## src/verilog/clock_ctrl_consts.svh

```systemverilog
// constants for the clock control block: register offsets, fields, resets, timing
// assumes inclusion by bare name from the bench and the design file
`ifndef CLOCK_CTRL_CONSTS_SVH
`define CLOCK_CTRL_CONSTS_SVH
`define OFS_SYNTH_CTRL 4'h0
`define OFS_MODULE_CFG 4'h4
`define OFS_PIT 4'h8
`define OFS_STATUS 4'hc
`define SYNTH_CTRL_RESET 16'h3f00
`define SYNTH_MULT_RESET 9'h100
`define SYNTH_W_BIT 15
`define SYNTH_X_BIT 14
`define SYNTH_Y_MSB 13
`define SYNTH_Y_LSB 8
`define SYNTH_LOCK_BIT 3
`define CFG_FREEZE_WATCHDOG_DISABLE_BIT 7
`define CFG_FREEZE_BUS_MONITOR_DISABLE_BIT 6
`define CFG_STOPSEL_BIT 4
`define MODULE_CFG_RESET 16'h0000
`define PIT_RESET 16'h0000
`define RELOCK_NS 20000
`define RELOCK_CYCLES ((`RELOCK_NS + 19) / 20)
`endif

```

## src/verilog/clock_ctrl_pkg.sv

```systemverilog
// types shared by the clock control block
// assumes the constants header is on the include path
package clock_ctrl_pkg;
  typedef enum logic [2:0] {
    ST_RESET_HOLD = 3'b001,
    ST_RUN = 3'b010,
    ST_STOP = 3'b100
  } mode_t;
endpackage

```

## src/verilog/clock_synth_stop_freeze_ctrl.sv

```systemverilog
// system clock control: synthesizer control register, lock tracking, low-power stop, freeze gating
// assumes a classic wishbone master on clk_i; the core and peripherals sit on the plain ports
// How it works
// - on stop instruction, latch priority mask and gate clocks per stop-clock select bit
// - bus, halt and spurious interrupt monitors are inactive during stop
// - watchdog clock gated in stop, keeps count, resumes next edge after stop
// - periodic timer keeps counting through stop, ignoring the stop instruction
// - stop ends on timer or external interrupt above latched mask, or reset
// - freeze asserted on breakpoint while background debug is enabled
// - freeze touches only bus monitor, watchdog and periodic timer
// - freeze-bus-monitor bit disables the bus monitor while freeze holds
// - freeze-watchdog bit disables watchdog and periodic timer while freeze holds
// - rate changes never disturb register contents
// - clock-source pin sampled in reset; low disables synthesizer and its controls (here prescale_o, modulus_o, out_div2_o still follow writes)
// - oscillator runs at two or four times system clock per output-divider bit
// - read-only lock flag reports lock; any comparator input change forces relock
// - device held in reset until synthesizer reports lock at power-up
// - prescale bit drives a three-bit feedback prescaler, multiplying oscillator by four
// - modulus field programs modulo-64 down counter dividing by value plus one
// - writing prescale or modulus changes oscillator and costs a relock delay
// - output-divider bit resets to zero; setting it doubles clock without relock
// - system clock equals reference times 4, modulus plus one, 2 to 2W+X
// - synthesizer control register resets to 0x3f00, modulus-64 count
`include "clock_ctrl_consts.svh"
`timescale 1ns/1ps
`default_nettype none
module clock_synth_stop_freeze_ctrl
  import clock_ctrl_pkg::*;
#(
  parameter int unsigned RELOCK_CYCLES = `RELOCK_CYCLES,
  parameter int unsigned MASK_W = 3
) (
  input wire logic clk_i,
  input wire logic rst_i,
  input wire logic cyc_i,
  input wire logic stb_i,
  input wire logic we_i,
  input wire logic [3:0] adr_i,
  input wire logic [3:0] sel_i,
  input wire logic [31:0] dat_i,
  output logic [31:0] dat_o,
  output logic ack_o,
  input wire logic clock_source_select_pin_i,
  input wire logic low_power_stop_instr_i,
  input wire logic [MASK_W-1:0] cpu_mask_i,
  input wire logic [MASK_W-1:0] pit_irq_level_i,
  input wire logic [MASK_W-1:0] ext_irq_level_i,
  input wire logic breakpoint_i,
  input wire logic background_mode_i,
  output logic core_reset_o,
  output logic stop_o,
  output logic clocks_gated_o,
  output logic freeze_o,
  output logic bus_monitor_en_o,
  output logic halt_monitor_en_o,
  output logic spurious_monitor_en_o,
  output logic watchdog_clk_en_o,
  output logic pit_clk_en_o,
  output logic synth_enable_o,
  output logic [2:0] prescale_o,
  output logic [5:0] modulus_o,
  output logic out_div2_o,
  output logic [8:0] sys_mult_o
);

  initial begin
    if (MASK_W != 3) begin
      $error("mask width must be 3");
    end
    if (RELOCK_CYCLES < 1 || RELOCK_CYCLES > 32'h00ff_ffff) begin
      $error("relock count out of range");
    end
  end

  //////////////////////////////////////////////////////////////////////////////
  // state
  typedef struct packed {
    mode_t mode;
    logic [15:0] synth;
    logic [15:0] cfg;
    logic [15:0] periodic_interrupt_timer;
    logic synth_en;
    logic locked;
    logic [23:0] lock_cnt;
    logic [MASK_W-1:0] mask;
    logic freeze;
    logic ack;
    logic [31:0] rdata;
    logic [8:0] mult;
    logic bm_en;
    logic wd_en;
    logic pit_en;
    logic gated;
    logic sampled;
  } state_t;

  state_t s_q, s_d;

  logic req;
  logic wr_synth;
  logic [15:0] wdat;
  logic relock;
  logic wake;
  logic frz_next;

  //////////////////////////////////////////////////////////////////////////////
  // next state
  always_comb begin
    s_d = s_q;
    req = cyc_i && stb_i && !s_q.ack;
    wdat = dat_i[15:0];
    wr_synth = req && we_i && (adr_i == `OFS_SYNTH_CTRL);
    relock = 1'b0;
    s_d.ack = req;
    s_d.rdata = 32'h0000_0000;
    if (req && !we_i) begin
      if (adr_i == `OFS_SYNTH_CTRL) begin
        s_d.rdata[15:0] = s_q.synth;
        s_d.rdata[`SYNTH_LOCK_BIT] = s_q.locked;
      end else if (adr_i == `OFS_MODULE_CFG) begin
        s_d.rdata[15:0] = s_q.cfg;
      end else if (adr_i == `OFS_PIT) begin
        s_d.rdata[15:0] = s_q.periodic_interrupt_timer;
      end else if (adr_i == `OFS_STATUS) begin
        s_d.rdata[4:0] = {s_q.freeze, s_q.mode == ST_STOP, s_q.synth_en, s_q.locked, s_q.gated};
      end else begin
        s_d.rdata = 32'h0000_0000;
      end
    end
    if (req && we_i) begin
      if (adr_i == `OFS_SYNTH_CTRL) begin
        if (sel_i[1]) begin
          s_d.synth[15:8] = wdat[15:8];
        end
        if (sel_i[0]) begin
          s_d.synth[7:0] = wdat[7:0] & 8'hf7;
        end
        if (sel_i[1] && (wdat[15] != s_q.synth[15] || wdat[13:8] != s_q.synth[13:8])) begin
          relock = s_q.synth_en;
        end
      end else if (adr_i == `OFS_MODULE_CFG) begin
        if (sel_i[1]) begin
          s_d.cfg[15:8] = wdat[15:8];
        end
        if (sel_i[0]) begin
          s_d.cfg[7:0] = wdat[7:0];
        end
      end else if (adr_i == `OFS_PIT) begin
        if (sel_i[1]) begin
          s_d.periodic_interrupt_timer[15:8] = wdat[15:8];
        end
        if (sel_i[0]) begin
          s_d.periodic_interrupt_timer[7:0] = wdat[7:0];
        end
      end
    end
    // lock tracking; disabled synthesizer counts as locked
    if (!s_q.sampled) begin
      s_d.sampled = 1'b1;
      s_d.synth_en = clock_source_select_pin_i;
      s_d.locked = !clock_source_select_pin_i;
      s_d.lock_cnt = 24'h00_0000;
    end else if (!s_q.synth_en) begin
      s_d.locked = 1'b1;
      s_d.lock_cnt = 24'h00_0000;
    end else if (relock) begin
      s_d.locked = 1'b0;
      s_d.lock_cnt = 24'h00_0000;
    end else if (!s_q.locked) begin
      if (s_q.lock_cnt >= 24'(RELOCK_CYCLES - 1)) begin
        s_d.locked = 1'b1;
      end else begin
        s_d.lock_cnt = s_q.lock_cnt + 24'h00_0001;
      end
    end
    // output divider change keeps lock
    s_d.mult = 9'(({3'b000, s_d.synth[`SYNTH_Y_MSB:`SYNTH_Y_LSB]} + 9'h001) << 2);
    frz_next = breakpoint_i && background_mode_i;
    s_d.freeze = frz_next;
    wake = (pit_irq_level_i > s_q.mask) || (ext_irq_level_i > s_q.mask);
    case (s_q.mode)
      ST_RESET_HOLD: begin
        if (s_d.locked && s_q.locked) begin
          s_d.mode = ST_RUN;
        end
      end
      ST_RUN: begin
        if (low_power_stop_instr_i) begin
          s_d.mode = ST_STOP;
          s_d.mask = cpu_mask_i;
        end
      end
      ST_STOP: begin
        if (wake) begin
          s_d.mode = ST_RUN;
        end
      end
      default: begin
        s_d.mode = ST_RESET_HOLD;
      end
    endcase
    s_d.gated = (s_d.mode == ST_STOP) && s_q.cfg[`CFG_STOPSEL_BIT];
    s_d.bm_en = (s_d.mode == ST_RUN) && !(frz_next && s_q.cfg[`CFG_FREEZE_BUS_MONITOR_DISABLE_BIT]);
    s_d.wd_en = (s_d.mode == ST_RUN) && !(frz_next && s_q.cfg[`CFG_FREEZE_WATCHDOG_DISABLE_BIT]);
    s_d.pit_en = (s_d.mode != ST_RESET_HOLD) && !(frz_next && s_q.cfg[`CFG_FREEZE_WATCHDOG_DISABLE_BIT]);
  end

  //////////////////////////////////////////////////////////////////////////////
  // registers; rate changes never touch stored values
  always_ff @(posedge clk_i) begin
    if (rst_i) begin
      s_q <= '0;
      s_q.mode <= ST_RESET_HOLD;
      s_q.synth <= `SYNTH_CTRL_RESET;
      s_q.cfg <= `MODULE_CFG_RESET;
      s_q.periodic_interrupt_timer <= `PIT_RESET;
      s_q.synth_en <= 1'b0;
      s_q.locked <= 1'b0;
      s_q.mult <= `SYNTH_MULT_RESET;
    end else begin
      s_q <= s_d;
    end
  end

  //////////////////////////////////////////////////////////////////////////////
  // outputs
  assign dat_o = s_q.rdata;
  assign ack_o = s_q.ack;
  assign core_reset_o = s_q.mode[0];
  assign stop_o = s_q.mode[2];
  assign clocks_gated_o = s_q.gated;
  assign freeze_o = s_q.freeze;
  assign bus_monitor_en_o = s_q.bm_en;
  assign halt_monitor_en_o = s_q.mode[1];
  assign spurious_monitor_en_o = s_q.mode[1];
  assign watchdog_clk_en_o = s_q.wd_en;
  assign pit_clk_en_o = s_q.pit_en;
  assign synth_enable_o = s_q.synth_en;
  assign prescale_o = s_q.synth[`SYNTH_W_BIT] ? 3'h7 : 3'h0;
  assign modulus_o = s_q.synth[`SYNTH_Y_MSB:`SYNTH_Y_LSB];
  assign out_div2_o = !s_q.synth[`SYNTH_X_BIT];
  assign sys_mult_o = s_q.mult;

endmodule
`default_nettype wire
```

## config.mk

```make
export PLATFORM = sky130hd
export DESIGN_NAME = clock_synth_stop_freeze_ctrl
export DESIGN_NICKNAME = d
export VERILOG_FILES = /design/src/verilog/clock_ctrl_pkg.sv /design/src/verilog/clock_synth_stop_freeze_ctrl.sv
export VERILOG_INCLUDE_DIRS = /design/src /design/src/verilog
export SDC_FILE = /design/constraint.sdc
export NUM_CORES = 1
export LEC_CHECK = 0
export ABC_CLOCK_PERIOD_IN_PS = 4400
export BUFFER_PORTS_ARGS = -buffer_cell sky130_fd_sc_hd__clkbuf_2
export CORE_MARGIN = 1
export CORE_UTILIZATION = 51
export DETAILED_ROUTE_END_ITERATION = 10
export PLACE_DENSITY = 0.78
export SETUP_SLACK_MARGIN = 0.3
export SLEW_MARGIN = 20
export SYNTH_ARGS = -nofsm -noshare
export SYNTH_HDL_FRONTEND = slang
export SYNTH_SLANG_ARGS = --single-unit
```

## constraint.sdc

```tcl
create_clock -name clk_i -period 4.4 [get_ports clk_i]
set_input_delay 0.22 -clock clk_i [delete_from_list [all_inputs] [get_ports clk_i]]
set_output_delay 0.22 -clock clk_i [all_outputs]
set_load 0.03 [all_outputs]
```

==> impl_metrics.py, run 1 <==
metrics = {
    "timing": {
        "max_freq_ghz": 0.413,
        "drv_slew": 0,
        "setup_tns_ns": 0,
        "period_minus_slack_ns": 2.42,
        "worst_slew_pin_slew_ns": 0.963,
        "skew_ns": 0.0112,
        "rsz0062_at_grt": "no",
        "post-route-period-util_pct": 55.0,
        "finalSetupViolCount": 0,
        "slew_headroom_pct": 35.7,
        "finalHoldViolCount": 0,
    },
    "synthesis": {
        "synth.yosys.seq_area_share_pct": 44.0,
        "syn_inst": 541,
        "synth-edff-count": 0,
        "yosysUniqueCellTypes": 49,
        "yosysWarnings": 0,
        "avgSynthCellArea_sq_um": 9.16,
        "syn_area_sq_um": 4960,
        "yosys_most_used_dff": "dfxtp_1",
        "ys_seq_elements": 109,
        "synth-async-reset-ratio_pct": 0,
    },
    "setup_path": {
        "endpoint_kind": "flip-flop",
        "r2r_end": "sys_mult_o[6]",
        "crit_family": "simple AND/OR/NAND/NOR gates",
        "cp_data_required_time_ns": 4.69,
        "arrival_ns": 2.71,
        "startpoint_type": "primary input",
        "rr_worst_depth": 8,
        "timing.rr.start": "ack_o",
        "crit_slowest_cell": "mux2_2",
        "cp_slowest_stage_delay_ns": 0.41,
        "cp_num_buf_inv": 2,
        "critical_path_class": "primary input to flip-flop",
        "reg2reg_slack_ns": 2.12,
        "crit_chain": "clkbuf_2, nor4_4, buf_4, nand4_4, mux2_2, ha_1, nand3_1, xnor2_1, nor2_1, a211oi_1",
        "crit_path_max_fanout": 19,
    },
    "global_routing": {
        "grt_max_degree": 59,
        "grt_usage_pct": 21.6,
        "grt_pass1_vias": 3466,
        "antenna_found_initial": 0,
        "gr-total-overflow": 0,
        "grt_pass1_wl_um": 17000,
    },
    "finish": {
        "most-common-layout-cells": "dfxtp_1 (109), nor2_1 (84), clkbuf_2 (83)",
        "layout_commonest_cell": "dfxtp_1",
        "register_area_sq_um": 2180,
        "area_growth_pct": 7.57,
        "fin_area_sq_um": 5330,
        "antenna_cells": 0,
        "n_fill_cell": 794,
        "multi_input_area_sq_um": 2310,
        "nets": 643,
        "drive_above_1_share_pct": 20.1,
    },
    "detailed_routing": {
        "drt_iter0_drc": 206,
        "vias": 3773,
        "wl_um": 10400,
        "avgRoutedWirePerCell_um": 14.6,
        "drc": 0,
        "ant_nets": 0,
        "firstDrtPassIters": 5,
        "vias_per_cell": 5.31,
    },
    "clock_network": {
        "cts_hold_buf": 0,
        "clockRootBuffer": "clkbuf_8",
        "cts-resized-gates": 0,
        "numCtsBuffers": 9,
        "cts_tree": "built",
        "clk_path_buf_depth": 2,
        "numClockSinks": 109,
        "clk_pin_slew_ns": 0.09,
        "cts_max_level": 3,
        "post-cts-setup-buffers": 0,
        "insertion_delay_ns": 0.38,
    },
    "power_and_ir_drop": {
        "vdd_drop_max_uv": 167,
        "combPwrFrac_pct": 8.4,
        "pwr-share-seq_pct": 56.2,
        "finalPower_uw": 1780,
        "netSwitchingFraction_pct": 25.7,
        "pwr_density_cell_nw_per_um2": 334,
        "p_int_uw": 1320,
        "p_switching_uw": 458,
        "clkPwrFrac_pct": 35.4,
        "leakagePower_uw": 0.00251,
    },
    "placed_design": {
        "dpl_cell_area_sq_um": 5120,
        "gp_congestion": 0.850,
        "port-buffer-count": 83,
        "dpl.hpwl_um": 7400,
    },
    "floorplanning": {
        "die-width_um": 101,
        "num_io_pins": 120,
        "initial_core_util_pct": 53.1,
        "rows": 35,
        "die_area_sq_um": 10100,
        "coreArea_sq_um": 9330,
        "die_h_um": 101,
    },
    "job": {
        "maxCapViolCount": 0,
    },
    "hold_path": {
        "hold_end": "s_q[48]",
        "min_from": "cpu_mask_i[0]",
        "hold_depth": 3,
        "min_path_type": "primary input to flip-flop",
    },
    "status": {
        "status": "complete, no violations",
    },
}
## state kept, by name, indices dropped and copies added (netlist names)
register	count
ack_o	1
bus_monitor_en_o	1
clocks_gated_o	1
core_reset_o	1
dat_o	16
freeze_o	1
halt_monitor_en_o	1
modulus_o	6
pit_clk_en_o	1
s_q	70
stop_o	1
synth_enable_o	1
sys_mult_o	7
watchdog_clk_en_o	1
## worst max path at each step
stage,slack [ns],to,depth (start not counted),from
after floorplan,2.36,sys_mult_o[6],9,adr_i[3]
after CTS,1.96,sys_mult_o[6],11,adr_i[2]
after global routing,1.71,sys_mult_o[6],11,adr_i[2]
final,1.98,sys_mult_o[6],10,adr_i[2]
after detailed placement,1.61,sys_mult_o[6],10,adr_i[2]
after global placement,1.71,sys_mult_o[6],10,adr_i[2]
## tightest hold or removal path: cells and delay by family
family	cells	cell delay (ns)
and+or+nand+nor	1	0.07
buffers and inverters	1	0.08
muxes	1	0.06
## final cells by class
cell class              count  area share [%]
clock inverters             6            1.31
clock buffers              10            2.58
repair buffers             85            8.07
well taps                 129            3.03
flip-flops and latches    109            40.9
multi-input cells         361            43.3
inverters                  11           0.774
## kinds of logic (layout without fill, tap and decap cells)
kind of cell             Yosys count  in the layout  synth area share, %
other                              1             18               0.0757
multiplexers                      56             56                 11.5
AND/OR/NAND/NOR                  199            199                 20.2
buffers and inverters             88            112                 10.7
XOR/XNOR                          22             22                 3.89
AO/OA/AOI/OAI                     58             58                 7.62
flip-flops                       109            109                 44.0
adder cells (fa/ha/maj)            8              8                 2.02
## power groups by stage
stage,clock (uW),combinational (uW),sequential (uW)
3_5_place_dp,0,148,1020
5_1_grt,686,162,1000
6_report,631,149,1000
3_3_place_gp,0,145,1020
2_1_floorplan,0,106,1030
4_1_cts,641,149,1000
## Yosys cell counts (4+ instances only)
cell	n	share of area (%)
xnor2_1	19	3.4
and3_1	23	2.9
nor4_1	5	0.63
dfxtp_1	109	44
inv_1	11	0.83
nand3_1	20	2.0
nand2b_1	5	0.63
nand2_1	25	1.9
nor3_1	7	0.71
buf_4	51	7.7
nand4_1	4	0.50
a22oi_1	5	0.76
ha_1	8	2.0
clkbuf_1	18	1.4
a211oi_1	4	0.61
mux2i_1	50	10
a21oi_1	27	2.7
nor2_1	84	6.4
mux2_2	6	1.4
nor2b_1	6	0.76
nand3_2	4	0.81
buf_2	6	0.61
a22o_1	5	0.88
## routing by layer
layer / part of all wire (%) / global-route usage, % / up-vias
met5: 0 / 0 / -
met4: 1.1 / 6.35 / 0
met3: 7.2 / 5.96 / 12
met2: 49 / 36.4 / 119
met1: 42 / 26.9 / 1778
li1: - / - / 1864
## stage by stage
| stage | hold slack, ns | util [%] | worst slack (ns) | cells |
|---|---|---|---|---|
| 4_1_cts | 0.0866 | 57.2 | 1.96 | 711 |
| 5_1_grt | 0.0937 | 57.2 | 1.71 | 711 |
| 2_1_floorplan | 0.359 | - | 2.36 | 558 |
| 6_report | 0.0875 | 57.2 | 1.98 | 711 |
| 3_3_place_gp | 0.441 | 54.9 | 1.71 | 695 |
| 3_5_place_dp | 0.452 | 54.9 | 1.61 | 695 |
Power figures use the tool's default switching activity.
==> run 2: changes to the inputs <==
--- a/config.mk
+++ b/config.mk
@@ -6,7 +6,7 @@
 export SDC_FILE = /design/constraint.sdc
 export NUM_CORES = 1
 export LEC_CHECK = 0
-export ABC_CLOCK_PERIOD_IN_PS = 4400
+export ABC_CLOCK_PERIOD_IN_PS = 2260
 export BUFFER_PORTS_ARGS = -buffer_cell sky130_fd_sc_hd__clkbuf_2
 export CORE_MARGIN = 1
 export CORE_UTILIZATION = 51
==> constraint.sdc (replaced) <==
create_clock -name clk_i -period 2.26 [get_ports clk_i]
set_input_delay 0.113 -clock clk_i [delete_from_list [all_inputs] [get_ports clk_i]]
set_output_delay 0.113 -clock clk_i [all_outputs]
set_load 0.03 [all_outputs]
==> impl_metrics.py, run 2 (same netlist as run 1, synthesis figures left out) <==
metrics = {
    "status": {
        "status": "complete, no violations",
    },
    "setup_path": {
        "r2r_end": "bus_monitor_en_o",
        "endpoint": "bus_monitor_en_o",
        "rr_worst_depth": 6,
        "crit_path_max_fanout": 10,
        "cp-startpoint": "s_q[51]",
        "critical_path_class": "flip-flop to flip-flop",
        "timing.rr.start": "s_q[51]",
        "arrival_ns": 2.14,
        "reg2reg_slack_ns": 0.37,
        "endpoint_kind": "flip-flop",
        "startpoint_type": "flip-flop",
        "cp_data_required_time_ns": 2.52,
    },
    "power_and_ir_drop": {
        "netSwitchingFraction_pct": 25.2,
        "pwr-share-seq_pct": 54.4,
        "pwr_density_cell_nw_per_um2": 636,
        "p_int_uw": 2680,
        "p_switching_uw": 903,
        "leakagePower_uw": 0.00263,
        "vdd_drop_max_uv": 343,
        "clkPwrFrac_pct": 36.3,
        "combPwrFrac_pct": 9.2,
    },
    "finish": {
        "layout_commonest_cell": "dfxtp_1",
        "nets": 669,
        "utilization_pct": 60.4,
        "most-common-layout-cells": "dfxtp_1 (108), nor2_1 (84), clkbuf_2 (83)",
        "top_register": "s_q",
        "area_growth_pct": 13.6,
        "n_fill_cell": 772,
        "drive_above_1_share_pct": 24.0,
        "largest_register_ffs": 70,
        "antenna_cells": 0,
    },
    "global_routing": {
        "busiest_layer": "met2",
        "antenna_found_initial": 0,
        "gr-usage-met2_pct": 38.7,
        "grt_max_degree": 57,
        "grtUsageMet1_pct": 28.3,
        "grt.met3_usage_pct": 5.41,
        "gr-total-overflow": 0,
        "grt_pass1_wl_um": 17900,
        "grt_usage_pct": 22.7,
        "grt_pass1_vias": 3753,
    },
    "clock_network": {
        "cts_tree": "built",
        "clockRootBuffer": "clkbuf_8",
        "clk_pin_slew_ns": 0.10,
        "insertion_delay_ns": 0.38,
        "numClockSinks": 109,
        "numCtsBuffers": 9,
        "cts_max_level": 3,
        "clk_path_buf_depth": 2,
    },
    "job": {
        "maxCapViolCount": 0,
    },
    "floorplanning": {
        "initial_core_util_pct": 53.1,
        "die-width_um": 101,
        "die_area_sq_um": 10100,
        "die_h_um": 101,
        "rows": 35,
        "coreArea_sq_um": 9330,
        "num_io_pins": 120,
    },
    "detailed_routing": {
        "vias_per_cell": 5.31,
        "avgRoutedWirePerCell_um": 15.2,
        "firstDrtPassIters": 5,
        "wl_um": 11200,
        "drt_iter0_drc": 184,
        "drc": 0,
        "ant_nets": 0,
        "vias": 3910,
    },
    "timing": {
        "rsz0062_at_grt": "yes",
        "skew_ns": 0.0133,
        "drv_slew": 0,
        "finalHoldViolCount": 0,
        "max_freq_ghz": 0.530,
        "period_minus_slack_ns": 1.89,
        "slew_headroom_pct": 60.0,
        "finalSetupViolCount": 0,
        "setup_tns_ns": 0,
        "worst_slew_pin_slew_ns": 0.601,
        "post-route-period-util_pct": 83.5,
    },
    "placed_design": {
        "dpl.hpwl_um": 7690,
        "gp_congestion": 0.819,
        "port-buffer-count": 83,
    },
    "hold_path": {
        "min_path_type": "primary input to flip-flop",
    },
}
-- run 2: cell count changes in the layout (fill, tap and decap cells not counted), sizes merged --
| cell | delta |
|---|---|
| buf | +17 |
| bufinv | +1 |
| clkbuf | -1 |
| clkinv | -1 |
| clkinvlp | +2 |
| dlygate4sd3 | +9 |
| inv | -1 |
-- run 2: layout make-up --
type	count	area [sq um]	share of cell area [%]
Tap cell	129	161	2.87
Inverter	11	41.3	0.733
Clock buffer	9	124	2.20
Clock inverter	7	97.6	1.73
Multi-Input combinational cell	361	2370	42.2
Sequential cell	109	2180	38.8
Timing Repair Buffer	111	648	11.5
-- run 2: stage by stage --
| stage | std cells | total power (uW) | area (sq um) | hold slack [ns] | setup WS (ns) |
|---|---|---|---|---|---|
| finish | 737 | 3580 | 5630 | 0.00814 | 0.373 |
| global route | 737 | 3710 | 5630 | 0.0171 | 0.254 |
| CTS | 733 | 3590 | 5550 | 0.000431 | 0.328 |
| detailed placement | 706 | 2300 | 5210 | 0.346 | 0.233 |
| global placement | 706 | 2290 | 5210 | 0.341 | 0.274 |
| floorplan | 558 | 2210 | 5020 | 0.252 | 0.324 |
-- run 2: worst min path at each step --
stage / start / end / slack (ns) / depth (start not counted)
6_report: dat_i[1] / s_q[110] / 0.008 / 3
3_5_place_dp: cpu_mask_i[2] / s_q[50] / 0.35 / 3
3_3_place_gp: cpu_mask_i[2] / s_q[50] / 0.34 / 3
4_1_cts: dat_i[4] / s_q[113] / 0.0004 / 3
5_1_grt: dat_i[7] / s_q[116] / 0.02 / 3
2_1_floorplan: cpu_mask_i[1] / s_q[49] / 0.25 / 2
-- run 2: power groups by stage --
stage / logic (uW) / registers, uW / clock network (uW)
6_report: 331 / 1950 / 1300
5_1_grt: 356 / 1950 / 1400
4_1_cts: 316 / 1950 / 1320
3_5_place_dp: 302 / 1990 / 0
3_3_place_gp: 296 / 1990 / 0
2_1_floorplan: 207 / 2010 / 0
-- run 2: worst max-delay path, stage by stage (launching register included) --
cell and delay, ns:
dfxtp_1 0.37, ha_2 0.24, a211o_1 0.30, and3_4 0.22
or3_1 0.40, o311ai_1 0.11, o21ai_0 0.12
-- run 2: routing by layer --
layer	part of all wire, %	routed length [um]	vias to the layer above
met5	0	0	-
met3	4.8	534	17
met1	44	4910	1866
met4	1.9	209	0
met2	49	5530	119
li1	-	-	1908
-- run 2: timing repair --
item	CTS	global route
buffers inserted	3	3
hold buffers	8	1
pin swaps	1	3
endpoints found under the setup margin	8	8
endpoints found under the hold margin	9	1
gates resized for setup	6	9
==> run 3: changes to the inputs <==
--- a/config.mk
+++ b/config.mk
@@ -6,12 +6,13 @@
 export SDC_FILE = /design/constraint.sdc
 export NUM_CORES = 1
 export LEC_CHECK = 0
-export ABC_CLOCK_PERIOD_IN_PS = 2260
+export ABC_AREA = 1
+export ABC_CLOCK_PERIOD_IN_PS = 1500
 export BUFFER_PORTS_ARGS = -buffer_cell sky130_fd_sc_hd__clkbuf_2
 export CORE_MARGIN = 1
-export CORE_UTILIZATION = 51
+export CORE_UTILIZATION = 48
 export DETAILED_ROUTE_END_ITERATION = 10
-export PLACE_DENSITY = 0.78
+export PLACE_DENSITY = 0.77
 export SETUP_SLACK_MARGIN = 0.3
 export SLEW_MARGIN = 20
 export SYNTH_ARGS = -nofsm -noshare
==> constraint.sdc (replaced) <==
create_clock -name clk_i -period 1.5 [get_ports clk_i]
set_input_delay 0.075 -clock clk_i [delete_from_list [all_inputs] [get_ports clk_i]]
set_output_delay 0.075 -clock clk_i [all_outputs]
set_load 0.03 [all_outputs]
==> impl_metrics.py, run 3 <==
metrics = {
    "synthesis": {
        "synth_top_family_by_area": "simple AND/OR/NAND/NOR gates",
        "synth.yosys.seq_area_share_pct": 45.2,
        "yosys_most_used_dff": "dfxtp_1",
        "syn_inst": 648,
        "yosysMostFrequentCell": "nand2_1",
        "ys_seq_elements": 109,
        "synth_area_leaders": "dfxtp_1 (45%), nand2_1 (9.3%), nor2_1 (8.6%)",
        "synth_compound_area_share_pct": 11.4,
        "synth-edff-count": 0,
        "synth_common_cells": "nand2_1 (120), nor2_1 (111), dfxtp_1 (109)",
        "avgSynthCellArea_sq_um": 7.45,
        "yosys.area_share.xor_xnor_pct": 0.907,
        "synth-adder-area-share_pct": 2.07,
        "synth-simple-area-share_pct": 24.9,
        "synth-async-reset-ratio_pct": 0,
        "netlist.area_leader.share_pct": 45.2,
        "yosysWarnings": 0,
        "muxShareOfSynthArea_pct": 0.207,
        "synth_top_area_cell": "dfxtp_1",
        "yosysUniqueCellTypes": 40,
        "syn_area_sq_um": 4830,
    },
    "global_routing": {
        "grt_usage_pct": 26.6,
        "grt_max_degree": 25,
        "grt_pass1_wl_um": 21400,
        "grt_pass1_vias": 4687,
        "gr-total-overflow": 0,
        "antenna_found_initial": 0,
    },
    "setup_path": {
        "rr_worst_depth": 13,
        "endpoint": "bus_monitor_en_o",
        "timing.rr.start": "s_q[69]",
        "startpoint_type": "flip-flop",
        "reg2reg_slack_ns": -0.22,
        "endpoint_kind": "flip-flop",
        "cp-startpoint": "s_q[69]",
        "cp_data_required_time_ns": 1.76,
        "r2r_end": "bus_monitor_en_o",
        "arrival_ns": 1.98,
        "critical_path_class": "flip-flop to flip-flop",
        "crit_path_max_fanout": 3,
    },
    "placed_design": {
        "dpl_cell_area_sq_um": 5530,
        "dpl_worst_slack_ns": -0.0102,
        "dpl.hpwl_um": 8290,
        "port-buffer-count": 83,
        "gp_congestion": 0.869,
    },
    "detailed_routing": {
        "wl_um": 15600,
        "drt_iter0_drc": 319,
        "ant_nets": 0,
        "firstDrtPassIters": 5,
        "vias": 4953,
        "drc": 0,
        "avgRoutedWirePerCell_um": 16.8,
        "vias_per_cell": 5.35,
    },
    "floorplanning": {
        "coreArea_sq_um": 9770,
        "die_h_um": 102,
        "rows": 36,
        "num_io_pins": 120,
        "initial_core_util_pct": 49.4,
        "die_area_sq_um": 10500,
        "die-width_um": 102,
    },
    "finish": {
        "n_fill_cell": 679,
        "fin_area_sq_um": 6880,
        "top_register": "s_q",
        "nets": 856,
        "largest_register_ffs": 70,
        "most-common-layout-cells": "nand2_1 (98), dfxtp_1 (94), clkbuf_2 (80)",
        "antenna_cells": 0,
        "layout_commonest_cell": "nand2_1",
        "drive_above_1_share_pct": 44.3,
        "utilization_pct": 70.4,
        "area_growth_pct": 42.4,
    },
    "timing": {
        "finalSetupViolCount": 41,
        "rsz0062_at_grt": "yes",
        "max_freq_ghz": 0.580,
        "drv_slew": 0,
        "finalHoldViolCount": 0,
        "post-route-period-util_pct": 115,
        "skew_ns": 0.0168,
        "period_minus_slack_ns": 1.72,
        "setup_slack_ns": -0.223,
    },
    "power_and_ir_drop": {
        "pwr_density_cell_nw_per_um2": 769,
        "leakagePower_uw": 0.00314,
        "vdd_drop_max_uv": 502,
    },
    "status": {
        "status": "finished with violations",
        "violations": "negative setup slack",
    },
    "clock_network": {
        "clockRootBuffer": "clkbuf_8",
        "clk_path_buf_depth": 2,
        "numClockSinks": 109,
        "clk_pin_slew_ns": 0.10,
        "numCtsBuffers": 9,
        "insertion_delay_ns": 0.37,
        "cts_max_level": 3,
        "cts_tree": "built",
    },
    "hold_path": {
        "min_path_type": "primary input to flip-flop",
    },
    "job": {
        "maxCapViolCount": 0,
    },
}
## run 3: cell count changes after synthesis, moves of 6 or more
cell / previous run / this run
mux2i_1: 50 / 1
o21ai_0: 3 / 47
mux2_2: 6 / 0
inv_1: 11 / 75
nand2_1: 25 / 120
nor2_1: 84 / 111
nor2_2: 0 / 9
nor2b_1: 6 / 0
clkbuf_1: 18 / 6
xnor2_1: 19 / 3
and3_1: 23 / 0
## run 3: repair_timing
action                                  in CTS  in global routing
cloned                                       3                  0
endpoints found under the setup margin      85                107
buffers inserted                            23                 11
pin swaps                                   41                 44
hold endpoints to repair                    29                  0
gates resized for setup                    150                101
hold buffers                                14                  0
## run 3: worst max-delay path, stage by stage (launching register included)
cell and delay, ns:
dfxtp_1 0.32, nor2_1 0.11, nand2_1 0.09, nor2_2 0.19
nand2_2 0.09, nor2_4 0.16, buf_6 0.12, nor2_1 0.03
nand2_1 0.10, nand2_1 0.09, nand3_2 0.12, nand2_2 0.08
nand2_2 0.07, nor2_1 0.04
## run 3: kinds of logic after synthesis
group	after synthesis
XOR/XNOR	5
multiplexers	1
other	1
adder cells (fa/ha/maj)	8
buffers and inverters	142
AND/OR/NAND/NOR	284
flip-flops	109
AO/OA/AOI/OAI	98
## run 3: final cells by class
| cell class | instances | area [sq um] | area share [%] |
|---|---|---|---|
| Clock buffer | 12 | 145 | 2.11 |
| Inverter | 77 | 303 | 4.40 |
| Timing Repair Buffer | 179 | 1330 | 19.4 |
| Sequential cell | 109 | 2210 | 32.1 |
| Multi-Input combinational cell | 414 | 2690 | 39.0 |
| Tap cell | 133 | 166 | 2.42 |
| Clock inverter | 2 | 35.0 | 0.509 |
## run 3: per-layer routing
layer	up-vias	GRT usage [%]	wire, um
met3	97	4.31	898
met2	283	47.1	7940
li1	2248	-	-
met4	0	16.7	902
met1	2325	29.8	5860
met5	-	0	0
## run 3: worst min-delay path by stage
stage | from | end | slack [ns] | cells past startpoint
4_1_cts | breakpoint_i | bus_monitor_en_o | 0.02 | 4
5_1_grt | stb_i | ack_o | 0.05 | 3
3_3_place_gp | cpu_mask_i[0] | s_q[48] | 0.31 | 3
2_1_floorplan | rst_i | stop_o | 0.14 | 1
6_report | cpu_mask_i[2] | s_q[50] | 0.03 | 3
3_5_place_dp | cpu_mask_i[0] | s_q[48] | 0.32 | 3
## run 3: power by group
group	leakage [uW]	switching, uW	internal (uW)
registers	0.000884	20.7	2910
logic	0.00217	406	229
clock network	0.0000923	921	800
## run 3: through the flow
stage / power (uW) / setup TNS, ns / instances / hold WS, ns
6_report: 5290 / -3.06 / 926 / 0.0329
5_1_grt: 5460 / -5.79 / 926 / 0.0456
4_1_cts: 5210 / -0.213 / 915 / 0.0154
3_5_place_dp: 3450 / -0.0280 / 861 / 0.316
3_3_place_gp: 3440 / 0 / 861 / 0.309
2_1_floorplan: 3320 / 0 / 665 / 0.144
